File: config.mk
export PLATFORM = sky130hd
export DESIGN_NAME = airmc_device_flat
export DESIGN_NICKNAME = d
export VERILOG_FILES = /design/src/common/airmc_pkg.sv /design/src/common/airmc_if.sv /design/src/logic/airmc_device.sv /design/src/flat_wrapper.sv
export VERILOG_INCLUDE_DIRS = /design/src /design/src/common
export SDC_FILE = /design/constraint.sdc
export NUM_CORES = 1
export LEC_CHECK = 0
export BUFFER_PORTS_ARGS = -buffer_cell sky130_fd_sc_hd__clkbuf_2
export CAP_MARGIN = 20
export CORE_MARGIN = 4
export CORE_UTILIZATION = 61
export DETAILED_ROUTE_END_ITERATION = 10
export HOLD_SLACK_MARGIN = 0.15
export MAX_ROUTING_LAYER = met4
export PLACE_DENSITY = 0.85
export SETUP_SLACK_MARGIN = 0.02
export SLEW_MARGIN = 10
export SYNTH_ARGS = -nofsm -noshare
export SYNTH_HDL_FRONTEND = slang
export SYNTH_SLANG_ARGS = --single-unit
File: constraint.sdc
create_clock -name clock -period 2.8 [get_ports clock]
set_input_delay 0.28 -clock clock [delete_from_list [all_inputs] [get_ports clock]]
set_output_delay 0.28 -clock clock [all_outputs]
set_load 0.05 [all_outputs]
File: src/common/airmc_map.svh
// register offsets, field positions, reset values and timing of the amplifier control block
`ifndef AIRMC_MAP_SVH
`define AIRMC_MAP_SVH
// device register offsets on the link
`define AIRMC_SOFT_RESET 8'h00
`define AIRMC_POWER_CTRL 8'h01
`define AIRMC_SLEEP_CTRL 8'h02
`define AIRMC_MODE_SEL 8'h03
`define AIRMC_SPREAD_CTRL 8'h04
`define AIRMC_RAMP_CTRL 8'h05
`define AIRMC_STICKY_A 8'h06
`define AIRMC_STICKY_B 8'h07
`define AIRMC_ROUTE_BASE 8'h08
`define AIRMC_PIN_BASE 8'h10
// writable field masks, reserved bits read zero
`define AIRMC_MASK_POWER 8'h01
`define AIRMC_MASK_SLEEP 8'h80
`define AIRMC_MASK_MODE 8'h0F
`define AIRMC_MASK_SPREAD 8'h01
`define AIRMC_MASK_RAMP 8'hB3
`define AIRMC_MASK_ROUTE 8'h77
`define AIRMC_MASK_ROUTE3 8'h7F
// reset values
`define AIRMC_RST_POWER 8'h01
`define AIRMC_RST_MODE 8'h01
`define AIRMC_RST_RAMP 8'h01
// field positions
`define AIRMC_BIT_SLEEP 7
`define AIRMC_BIT_RAMP_SRC 7
`define AIRMC_PIN_FN_LINE0 8'h07
// host apb register offsets
`define AIRMC_APB_CMD 12'h000
`define AIRMC_APB_STATUS 12'h004
`define AIRMC_APB_CTRL 12'h008
`define AIRMC_APB_MCLK 12'h00C
`define AIRMC_CMD_WE_BIT 16
// timing
`define AIRMC_CLOCK_MHZ 125
`define AIRMC_QUIET_US 100
`define AIRMC_MCLK_MIN_48K 32'h00BB8000
`define AIRMC_MCLK_MIN_44K 32'h00AC4400
`endif

File: src/common/airmc_pkg.sv
// types shared by both ends of the amplifier control block
package airmc_pkg;
   typedef logic [7:0] airmc_byte_t;
   typedef enum logic [3:0] {
      AIRMC_MODE_RSVD = 4'h0,
      AIRMC_MODE_PLAY = 4'h1,
      AIRMC_MODE_SENSE = 4'h2,
      AIRMC_MODE_PROTECT = 4'h3
   } airmc_mode_e;
   typedef enum logic [2:0] {
      AIRMC_H_HELD = 3'h0,
      AIRMC_H_BOOT = 3'h1,
      AIRMC_H_QUIET = 3'h2,
      AIRMC_H_IDLE = 3'h3,
      AIRMC_H_ACCESS = 3'h4,
      AIRMC_H_SHUT = 3'h5
   } airmc_host_state_e;
endpackage : airmc_pkg

File: src/common/airmc_if.sv
// link between the host controller and the amplifier control logic
`timescale 1ns/100ps
`default_nettype none
interface airmc_if;
   logic hard_reset_n;
   logic req;
   logic we;
   airmc_pkg::airmc_byte_t addr;
   airmc_pkg::airmc_byte_t wdata;
   airmc_pkg::airmc_byte_t rdata;
   logic ack;
   logic [9:0] irq_pin;
   logic [9:0] irq_pin_oe;
   modport device (input hard_reset_n, req, we, addr, wdata,
                   output rdata, ack, irq_pin, irq_pin_oe);
   modport host (output hard_reset_n, req, we, addr, wdata,
                 input rdata, ack, irq_pin, irq_pin_oe);
endinterface : airmc_if
`default_nettype wire

File: src/logic/airmc_device.sv
// amplifier control logic: sticky flags, interrupt routing, reset, shutdown and modes
// Operation
// - spread enable bit switches ramp modulation
// - host enables spread only with internal oscillator
// - depth code 01 is 5, 10 is 10
// - four interrupt lines onto ten pins
// - shared line is OR of its flags
// - host reads sticky flags after shared interrupt
// - fixed sticky bit positions in two registers
// - three-bit route per flag, four bits for ce2, 001 first line
// - pin function 0x07 drives first line
// - reset bit restores defaults, self clearing
// - host stays off bus 100 us after reset
// - host soft resets after every hard release
// - hard reset low stops all, ignores bus
// - hard release comes up in software shutdown
// - host shuts down before asserting hard reset
// - shutdown powers analog down, keeps registers
// - sleep bit disables battery reset monitor
// - mode codes 1 play, 2 sense, 3 protect
// - play mode keeps sense off, no protection
// - sense mode powers sense, returns samples
// - host disables pll only with fast mclk
// - sticky flag holds until read or reset
`timescale 1ns/100ps
`default_nettype none
`include "airmc_map.svh"
module airmc_device #(
   parameter int NUM_PINS = 10,
   parameter int NUM_LINES = 4
) (
   // clock and reset
   input wire logic clock,
   input wire logic reset,
   // link to the host
   airmc_if.device link,
   // fault events, one-cycle pulses: oc, uv, ot, bo, cl, sc, ce1, ce2 from bit 0
   input wire logic [7:0] flag_events,
   // analog and dsp controls
   output logic analog_power_on,
   output logic battery_monitor_on,
   output logic spread_on,
   output logic [1:0] modulation_depth,
   output logic ramp_from_oscillator,
   output logic [1:0] ramp_frequency,
   output logic sense_power_on,
   output logic sense_return_on,
   output logic protection_run
);
   generate
      if (NUM_PINS != 10 || NUM_LINES != 4) begin : g_check
         $error("airmc_device serves ten pins and four lines only");
      end
   endgenerate

   logic [7:0] soft_reset_control;
   logic [7:0] power_control;
   logic [7:0] sleep_control;
   logic [7:0] processing_mode_select;
   logic [7:0] spread_spectrum_control;
   logic [7:0] ramp_control;
   logic [7:0] sticky_flags_first;
   logic [7:0] sticky_flags_second;
   logic [7:0] flag_routing [4];
   logic [7:0] pin_function_config [NUM_PINS];
   logic ack;
   logic [7:0] rdata;
   logic [NUM_PINS-1:0] irq_pin;
   logic [NUM_PINS-1:0] irq_pin_oe;

   // hard reset, host reset and the soft reset strobe all clear the register file
   wire reg_reset = reset | ~link.hard_reset_n | soft_reset_control[0];
   // a request is taken once; the bus is deaf while any reset is active
   wire accept = link.req & ~ack & ~reg_reset;
   wire wr = accept & link.we;
   wire rd = accept & ~link.we;
   wire wr_soft = wr & (link.addr == `AIRMC_SOFT_RESET) & link.wdata[0];
   wire wr_power = wr & (link.addr == `AIRMC_POWER_CTRL);
   wire wr_sleep = wr & (link.addr == `AIRMC_SLEEP_CTRL);
   wire wr_mode = wr & (link.addr == `AIRMC_MODE_SEL);
   wire wr_spread = wr & (link.addr == `AIRMC_SPREAD_CTRL);
   wire wr_ramp = wr & (link.addr == `AIRMC_RAMP_CTRL);
   wire rd_sticky_a = rd & (link.addr == `AIRMC_STICKY_A);
   wire rd_sticky_b = rd & (link.addr == `AIRMC_STICKY_B);
   wire [7:0] route_index = link.addr - `AIRMC_ROUTE_BASE;
   wire [7:0] pin_index = link.addr - `AIRMC_PIN_BASE;
   wire route_hit = (link.addr >= `AIRMC_ROUTE_BASE) && (route_index < 8'h04);
   wire pin_hit = (link.addr >= `AIRMC_PIN_BASE) && (pin_index < 8'(NUM_PINS));

   // event pulses placed at their sticky bit positions
   wire [7:0] set_first = {flag_events[0], flag_events[1], 1'b0, flag_events[2],
                           flag_events[3], flag_events[4], flag_events[5], 1'b0};
   wire [7:0] set_second = {4'h0, flag_events[6], flag_events[7], 2'h0};
   // reading clears, but an event in the same cycle wins over the clear
   wire [7:0] next_sticky_first = (sticky_flags_first & ~{8{rd_sticky_a}}) | set_first;
   wire [7:0] next_sticky_second = (sticky_flags_second & ~{8{rd_sticky_b}}) | set_second;

   // flag levels and route codes in event order
   wire [7:0] flag_level = {sticky_flags_second[2], sticky_flags_second[3],
                            sticky_flags_first[1], sticky_flags_first[2],
                            sticky_flags_first[3], sticky_flags_first[4],
                            sticky_flags_first[6], sticky_flags_first[7]};
   wire [3:0] route_code [8];
   assign route_code[0] = {1'b0, flag_routing[0][6:4]};
   assign route_code[1] = {1'b0, flag_routing[0][2:0]};
   assign route_code[2] = {1'b0, flag_routing[1][2:0]};
   assign route_code[3] = {1'b0, flag_routing[2][6:4]};
   assign route_code[4] = {1'b0, flag_routing[3][2:0]};
   assign route_code[5] = {1'b0, flag_routing[3][6:4]};
   assign route_code[6] = {1'b0, flag_routing[1][6:4]};
   // this field is four bits wide; codes above four reach no line
   assign route_code[7] = flag_routing[2][3:0];

   wire [NUM_LINES-1:0] line_level;
   wire [NUM_PINS-1:0] g_pin_drive;
   wire [NUM_PINS-1:0] g_pin_en;
   genvar gl, gf, gp;
   generate
      for (gl = 0; gl < NUM_LINES; gl++) begin : g_line
         wire [7:0] hit;
         for (gf = 0; gf < 8; gf++) begin : g_flag
            // code zero matches no line, the flag is still held sticky
            assign hit[gf] = flag_level[gf] & (route_code[gf] == 4'(gl + 1));
         end
         // level stays up while any routed flag is still unread
         assign line_level[gl] = |hit;
      end
      for (gp = 0; gp < NUM_PINS; gp++) begin : g_pin
         wire [7:0] sel = pin_function_config[gp] - `AIRMC_PIN_FN_LINE0;
         wire is_irq = (pin_function_config[gp] >= `AIRMC_PIN_FN_LINE0) && (sel < 8'h04);
         assign g_pin_drive[gp] = is_irq & line_level[sel[1:0]];
         assign g_pin_en[gp] = is_irq;
      end
   endgenerate

   // read data selection; unmapped addresses read zero
   wire [7:0] route_read = flag_routing[route_index[1:0]];
   wire [7:0] pin_read = pin_function_config[pin_index[3:0]];
   wire [7:0] read_value =
      (link.addr == `AIRMC_SOFT_RESET) ? soft_reset_control :
      (link.addr == `AIRMC_POWER_CTRL) ? power_control :
      (link.addr == `AIRMC_SLEEP_CTRL) ? sleep_control :
      (link.addr == `AIRMC_MODE_SEL) ? processing_mode_select :
      (link.addr == `AIRMC_SPREAD_CTRL) ? spread_spectrum_control :
      (link.addr == `AIRMC_RAMP_CTRL) ? ramp_control :
      (link.addr == `AIRMC_STICKY_A) ? sticky_flags_first :
      (link.addr == `AIRMC_STICKY_B) ? sticky_flags_second :
      route_hit ? route_read :
      pin_hit ? pin_read : 8'h00;

   // mode decode
   wire shut = power_control[0];
   wire [3:0] mode = processing_mode_select[3:0];
   wire sense_mode = (mode == airmc_pkg::AIRMC_MODE_SENSE) | (mode == airmc_pkg::AIRMC_MODE_PROTECT);

   // bus answer, one cycle after the request is seen
   always_ff @(posedge clock) begin
      if (reg_reset) begin
         ack <= 1'b0;
         rdata <= 8'h00;
      end else begin
         ack <= accept;
         if (rd) begin
            rdata <= read_value;
         end
      end
   end

   // self-clearing reset strobe: one cycle high, then clears everything including itself
   always_ff @(posedge clock) begin
      if (reset | ~link.hard_reset_n | soft_reset_control[0]) begin
         soft_reset_control <= 8'h00;
      end else if (wr_soft) begin
         soft_reset_control <= 8'h01;
      end
   end

   // control registers; software shutdown keeps every value
   always_ff @(posedge clock) begin
      if (reg_reset) begin
         power_control <= `AIRMC_RST_POWER;
         sleep_control <= 8'h00;
         processing_mode_select <= `AIRMC_RST_MODE;
         spread_spectrum_control <= 8'h00;
         ramp_control <= `AIRMC_RST_RAMP;
      end else begin
         if (wr_power) begin
            power_control <= link.wdata & `AIRMC_MASK_POWER;
         end
         if (wr_sleep) begin
            sleep_control <= link.wdata & `AIRMC_MASK_SLEEP;
         end
         if (wr_mode) begin
            processing_mode_select <= link.wdata & `AIRMC_MASK_MODE;
         end
         if (wr_spread) begin
            spread_spectrum_control <= link.wdata & `AIRMC_MASK_SPREAD;
         end
         if (wr_ramp) begin
            ramp_control <= link.wdata & `AIRMC_MASK_RAMP;
         end
      end
   end

   // sticky flags
   always_ff @(posedge clock) begin
      if (reg_reset) begin
         sticky_flags_first <= 8'h00;
         sticky_flags_second <= 8'h00;
      end else begin
         sticky_flags_first <= next_sticky_first;
         sticky_flags_second <= next_sticky_second;
      end
   end

   // routing and pin function tables
   always_ff @(posedge clock) begin
      if (reg_reset) begin
         for (int i = 0; i < 4; i++) begin
            flag_routing[i] <= 8'h00;
         end
         for (int i = 0; i < NUM_PINS; i++) begin
            pin_function_config[i] <= 8'h00;
         end
      end else begin
         if (wr & route_hit) begin
            flag_routing[route_index[1:0]] <= link.wdata &
               ((route_index == 8'h02) ? `AIRMC_MASK_ROUTE3 : `AIRMC_MASK_ROUTE);
         end
         if (wr & pin_hit) begin
            pin_function_config[pin_index[3:0]] <= link.wdata;
         end
      end
   end

   // registered outputs
   always_ff @(posedge clock) begin
      if (reg_reset) begin
         irq_pin <= '0;
         irq_pin_oe <= '0;
         analog_power_on <= 1'b0;
         battery_monitor_on <= 1'b1;
         spread_on <= 1'b0;
         modulation_depth <= 2'h1;
         ramp_from_oscillator <= 1'b0;
         ramp_frequency <= 2'h0;
         sense_power_on <= 1'b0;
         sense_return_on <= 1'b0;
         protection_run <= 1'b0;
      end else begin
         irq_pin <= g_pin_drive;
         irq_pin_oe <= g_pin_en;
         analog_power_on <= ~shut;
         battery_monitor_on <= ~sleep_control[`AIRMC_BIT_SLEEP];
         spread_on <= spread_spectrum_control[0];
         modulation_depth <= ramp_control[1:0];
         ramp_from_oscillator <= ramp_control[`AIRMC_BIT_RAMP_SRC];
         ramp_frequency <= ramp_control[5:4];
         sense_power_on <= ~shut & sense_mode;
         sense_return_on <= ~shut & (mode == airmc_pkg::AIRMC_MODE_SENSE);
         protection_run <= ~shut & (mode == airmc_pkg::AIRMC_MODE_PROTECT);
      end
   end

   assign link.ack = ack;
   assign link.rdata = rdata;
   assign link.irq_pin = irq_pin;
   assign link.irq_pin_oe = irq_pin_oe;
endmodule : airmc_device
`default_nettype wire

File: src/flat_wrapper.sv
// flat-port wrapper written by rule: the top's interface ports become plain ports
module airmc_device_flat 
#(
   parameter int NUM_PINS = 10,
   parameter int NUM_LINES = 4
)
  (clock, reset, flag_events, analog_power_on, battery_monitor_on, spread_on, modulation_depth, ramp_from_oscillator, ramp_frequency, sense_power_on, sense_return_on, protection_run, link_hard_reset_n, link_req, link_we, link_addr, link_wdata, link_rdata, link_ack, link_irq_pin, link_irq_pin_oe);
  airmc_if link_i ();
  input wire logic clock;
  input wire logic reset;
  input wire logic [7:0] flag_events;
  output logic analog_power_on;
  output logic battery_monitor_on;
  output logic spread_on;
  output logic [1:0] modulation_depth;
  output logic ramp_from_oscillator;
  output logic [1:0] ramp_frequency;
  output logic sense_power_on;
  output logic sense_return_on;
  output logic protection_run;
  input wire logic [$bits(link_i.hard_reset_n)-1:0] link_hard_reset_n;
  input wire logic [$bits(link_i.req)-1:0] link_req;
  input wire logic [$bits(link_i.we)-1:0] link_we;
  input wire logic [$bits(link_i.addr)-1:0] link_addr;
  input wire logic [$bits(link_i.wdata)-1:0] link_wdata;
  output wire logic [$bits(link_i.rdata)-1:0] link_rdata;
  output wire logic [$bits(link_i.ack)-1:0] link_ack;
  output wire logic [$bits(link_i.irq_pin)-1:0] link_irq_pin;
  output wire logic [$bits(link_i.irq_pin_oe)-1:0] link_irq_pin_oe;
  assign link_i.hard_reset_n = link_hard_reset_n;
  assign link_i.req = link_req;
  assign link_i.we = link_we;
  assign link_i.addr = link_addr;
  assign link_i.wdata = link_wdata;
  assign link_rdata = link_i.rdata;
  assign link_ack = link_i.ack;
  assign link_irq_pin = link_i.irq_pin;
  assign link_irq_pin_oe = link_i.irq_pin_oe;
  airmc_device #(.NUM_PINS(NUM_PINS), .NUM_LINES(NUM_LINES)) u_core (.clock(clock), .reset(reset), .link(link_i), .flag_events(flag_events), .analog_power_on(analog_power_on), .battery_monitor_on(battery_monitor_on), .spread_on(spread_on), .modulation_depth(modulation_depth), .ramp_from_oscillator(ramp_from_oscillator), .ramp_frequency(ramp_frequency), .sense_power_on(sense_power_on), .sense_return_on(sense_return_on), .protection_run(protection_run));
endmodule
==> impl_metrics.yaml <==
run_status:
  outcome: "finished clean"
clock_network:
  cts_root_buffer: "clkbuf_16"
  cts_num_sinks: 225
  cts_buffers: 23
  clk_latency_ns: 0.50
  clk_pin_slew_worst_paths_ns: 0.06
  htreeDepth: 1
  clockBufferDepth: 3
  cts_tree: "done"
  post_cts_buffers: 0
global_routing:
  overflow: 0
  grt_first_pass_wirelength_um: 46100
  grt_max_degree: 40
  antenna_found_initial: 1
  grt_usage_pct: 31.3
  first_global_vias: 8218
synth:
  synthCells: 889
  synth-main-ff-cell: "edfxtp_1"
  synth_edf_count: 156
  synth_top_area_share_pct: 43.9
  netlist_area_um2: 10700
  syn_area_per_cell_um2: 12.0
  synth_top_area_cell: "edfxtp_1"
  yosysSeqAreaShare_pct: 56.9
  synthTopCellsByArea: "edfxtp_1 44%, dfxtp_1 13%, mux4_2 7.6%"
  yosysWarnings: 0
  ys_seq_elements: 225
  synthDistinctLibCells: 67
  synthArstFlopShare_pct: 0
route:
  vias: 8380
  wl_per_cell_um: 23.4
  remaining_drc_errors: 0
  dr.pass1.iters: 6
  wirelength_um: 30100
  vias_per_cell: 6.52
  ant_nets: 0
  drt_iter0_markers: 966
power:
  power_density_nw_per_um2: 601
  p_leak_nw: 4.72
  vdd_drop_max_v: 0.000442
final_layout:
  nets: 1081
  design_area_um2: 12500
  drive_above_1_share_pct: 20.0
  final_cell_mix: "156 x edfxtp_1, 107 x nor2_1, 69 x dfxtp_1, 68 x nand2_1, 68 x clkbuf_2"
  fillCellCount: 1170
  multi_input_area_um2: 4430
  final_common_cell: "edfxtp_1"
  area_delta_synth_final_pct: 16.9
  regArea_um2: 6070
timing:
  relSlewSlack_pct: 59.1
  hold_viol_final: 0
  slew_viol_final: 0
  timing.final.crit_period_ns: 2.32
  setup_violations: 0
  fin_tns_setup_ns: 0
  finalCritPeriodShare_pct: 83.0
  rsz0062_at_grt: "false"
  worst_slew_pin_slew_ns: 0.613
  skew_ns: 0.00733
  fmax_ghz: 0.430
worst_setup_path:
  cp.depth: 7
  reg2reg_depth: 7
  slowest_delay_ns: 0.46
  critPathRequiredTime_ns: 3.02
  r2r_setup_slack_ns: 0.48
  r2r_start: "u_core.soft_reset_control[0]$_SDFFE_PP0P_"
  cp_slowest_cell: "or3b_1"
  cp_top_family: "simple AND/OR/NAND/NOR gates"
  start_kind: "register"
  crit_start: "u_core.soft_reset_control[0]$_SDFFE_PP0P_"
  path_cells: "or3b_1 -> nor2_4 -> nand2_1 -> nor2_1 -> inv_1 -> o21ai_0 -> buf_4"
  timing.critical_path.buf_inv: 2
  crit_type: "register to register"
  endpoint: "u_core.flag_routing[2][6]$_SDFFCE_PN0P_"
  critPathArrivalTime_ns: 2.54
  worstSetupEndpointType: "register"
  critPathMaxFanout: 8
  worstReg2RegEnd: "u_core.flag_routing[2][6]$_SDFFCE_PN0P_"
placement:
  routabilityCongestion: 0.975
  dpl.hpwl_um: 21500
  place_area_um2: 11600
  port_buffers: 68
floorplan:
  die_w_um: 140
  core_um2: 17200
  io-pin-count: 69
  die_area_um2: 19700
  rows: 48
  initial_core_util_pct: 61.9
  chipHeight_um: 140
min_path:
  timing.hold.worst.class: "input port to register"
  hold_start: "link_req"
flow_run:
  cap_viol_max_count: 0
[sequential cells by signal, indices dropped and copies added, names as in the netlist, 2 cells and up]
name and cells:
u_core.link.irq_pin_oe 10, u_core.sticky_flags_first 8, u_core.link.rdata 8, u_core.link.irq_pin 10, u_core.flag_routing 28, u_core.ramp_frequency 2
u_core.processing_mode_select 4, u_core.pin_function_config 128, u_core.modulation_depth 2, u_core.ramp_control 5, u_core.sticky_flags_second 8
[cell families after synthesis]
| logic type | after synthesis | synth area share [%] |
|---|---|---|
| other | 1 | 0.0352 |
| xor gates and xnor gates | 1 | 0.0821 |
| AOI/OAI and AO/OA | 185 | 11.3 |
| adders and majority gates | 11 | 1.29 |
| and+or+nand+nor | 334 | 16.7 |
| buffers and inverters | 73 | 3.38 |
| muxes | 59 | 10.3 |
| DFF | 225 | 56.9 |
[layout make-up]
type | instances | share of cell area, %
inverters | 31 | 0.933
clock inverters | 15 | 1.07
clock buffers | 26 | 5.04
multi-input cells | 640 | 35.5
diodes | 3 | 0.0602
flip-flops and latches | 225 | 48.6
repair buffers | 120 | 6.46
well taps | 225 | 2.26
[layer usage]
layer,global-route usage [%],up-vias,wire [um]
li1,-,3672,-
met1,39.8,4038,11000
met2,48.6,562,14200
met3,7.85,108,3620
met4,12.4,0,1210
met5,-,-,0
[cell usage after synthesis (9+ instances only)]
cell	number
nand2_1	68
a21oi_1	50
nand4_1	9
nor4bb_1	15
mux2i_1	9
and2_1	19
o21ai_0	42
mux4_2	36
dfxtp_1	69
nor4_1	20
nor2b_1	12
edfxtp_1	156
buf_2	15
ha_1	11
mux2_2	11
and3_1	21
a311oi_1	10
o22ai_1	18
o211ai_1	12
nor2_1	107
clkbuf_1	15
nand3_1	18
inv_1	31
[worst min-delay path by stage]
| stage | to | slack, ns | depth (start not counted) |
|---|---|---|---|
| after floorplan | u_core.battery_monitor_on$_SDFF_PP1_ | 0.36 | 1 |
| after global placement | u_core.battery_monitor_on$_SDFF_PP1_ | 0.41 | 1 |
| after detailed placement | u_core.battery_monitor_on$_SDFF_PP1_ | 0.41 | 1 |
| after CTS | u_core.link.ack$_SDFF_PP0_ | 0.17 | 3 |
| after global routing | u_core.link.ack$_SDFF_PP0_ | 0.18 | 3 |
| final | u_core.link.ack$_SDFF_PP0_ | 0.18 | 3 |
[power by group]
| part | switching [mW] | internal, mW | leakage (nW) |
|---|---|---|---|
| combinational | 0.407 | 0.251 | 2.10 |
| clock | 1.27 | 1.80 | 0.378 |
| sequential | 0.0975 | 3.66 | 2.24 |
[what timing repair did]
item,in CTS,in global routing
gates resized for setup,0,0
endpoints found under the hold margin,11,0
hold buffers,10,0
[worst reg2reg max path, cell delays in order, from the launching register on]
cell and delay [ns]:
dfxtp_1 0.32, or3b_1 0.46, nor2_4 0.17, nand2_1 0.12, nor2_1 0.42, inv_1 0.13
o21ai_0 0.21, buf_4 0.20
[per-stage QoR]
stage | total power, mW | hold WS [ns] | cells | worst slack, ns | utilization [%]
floorplan | 4.20 | 0.364 | 938 | 0.414 | -
global placement | 4.43 | 0.406 | 1231 | 0.317 | 67.3
detailed placement | 4.45 | 0.410 | 1231 | 0.366 | 67.3
CTS | 7.49 | 0.173 | 1282 | 0.487 | 72.3
global route | 7.70 | 0.183 | 1283 | 0.255 | 72.3
finish | 7.49 | 0.182 | 1285 | 0.477 | 72.3
(Power assumes the default switching activity.)
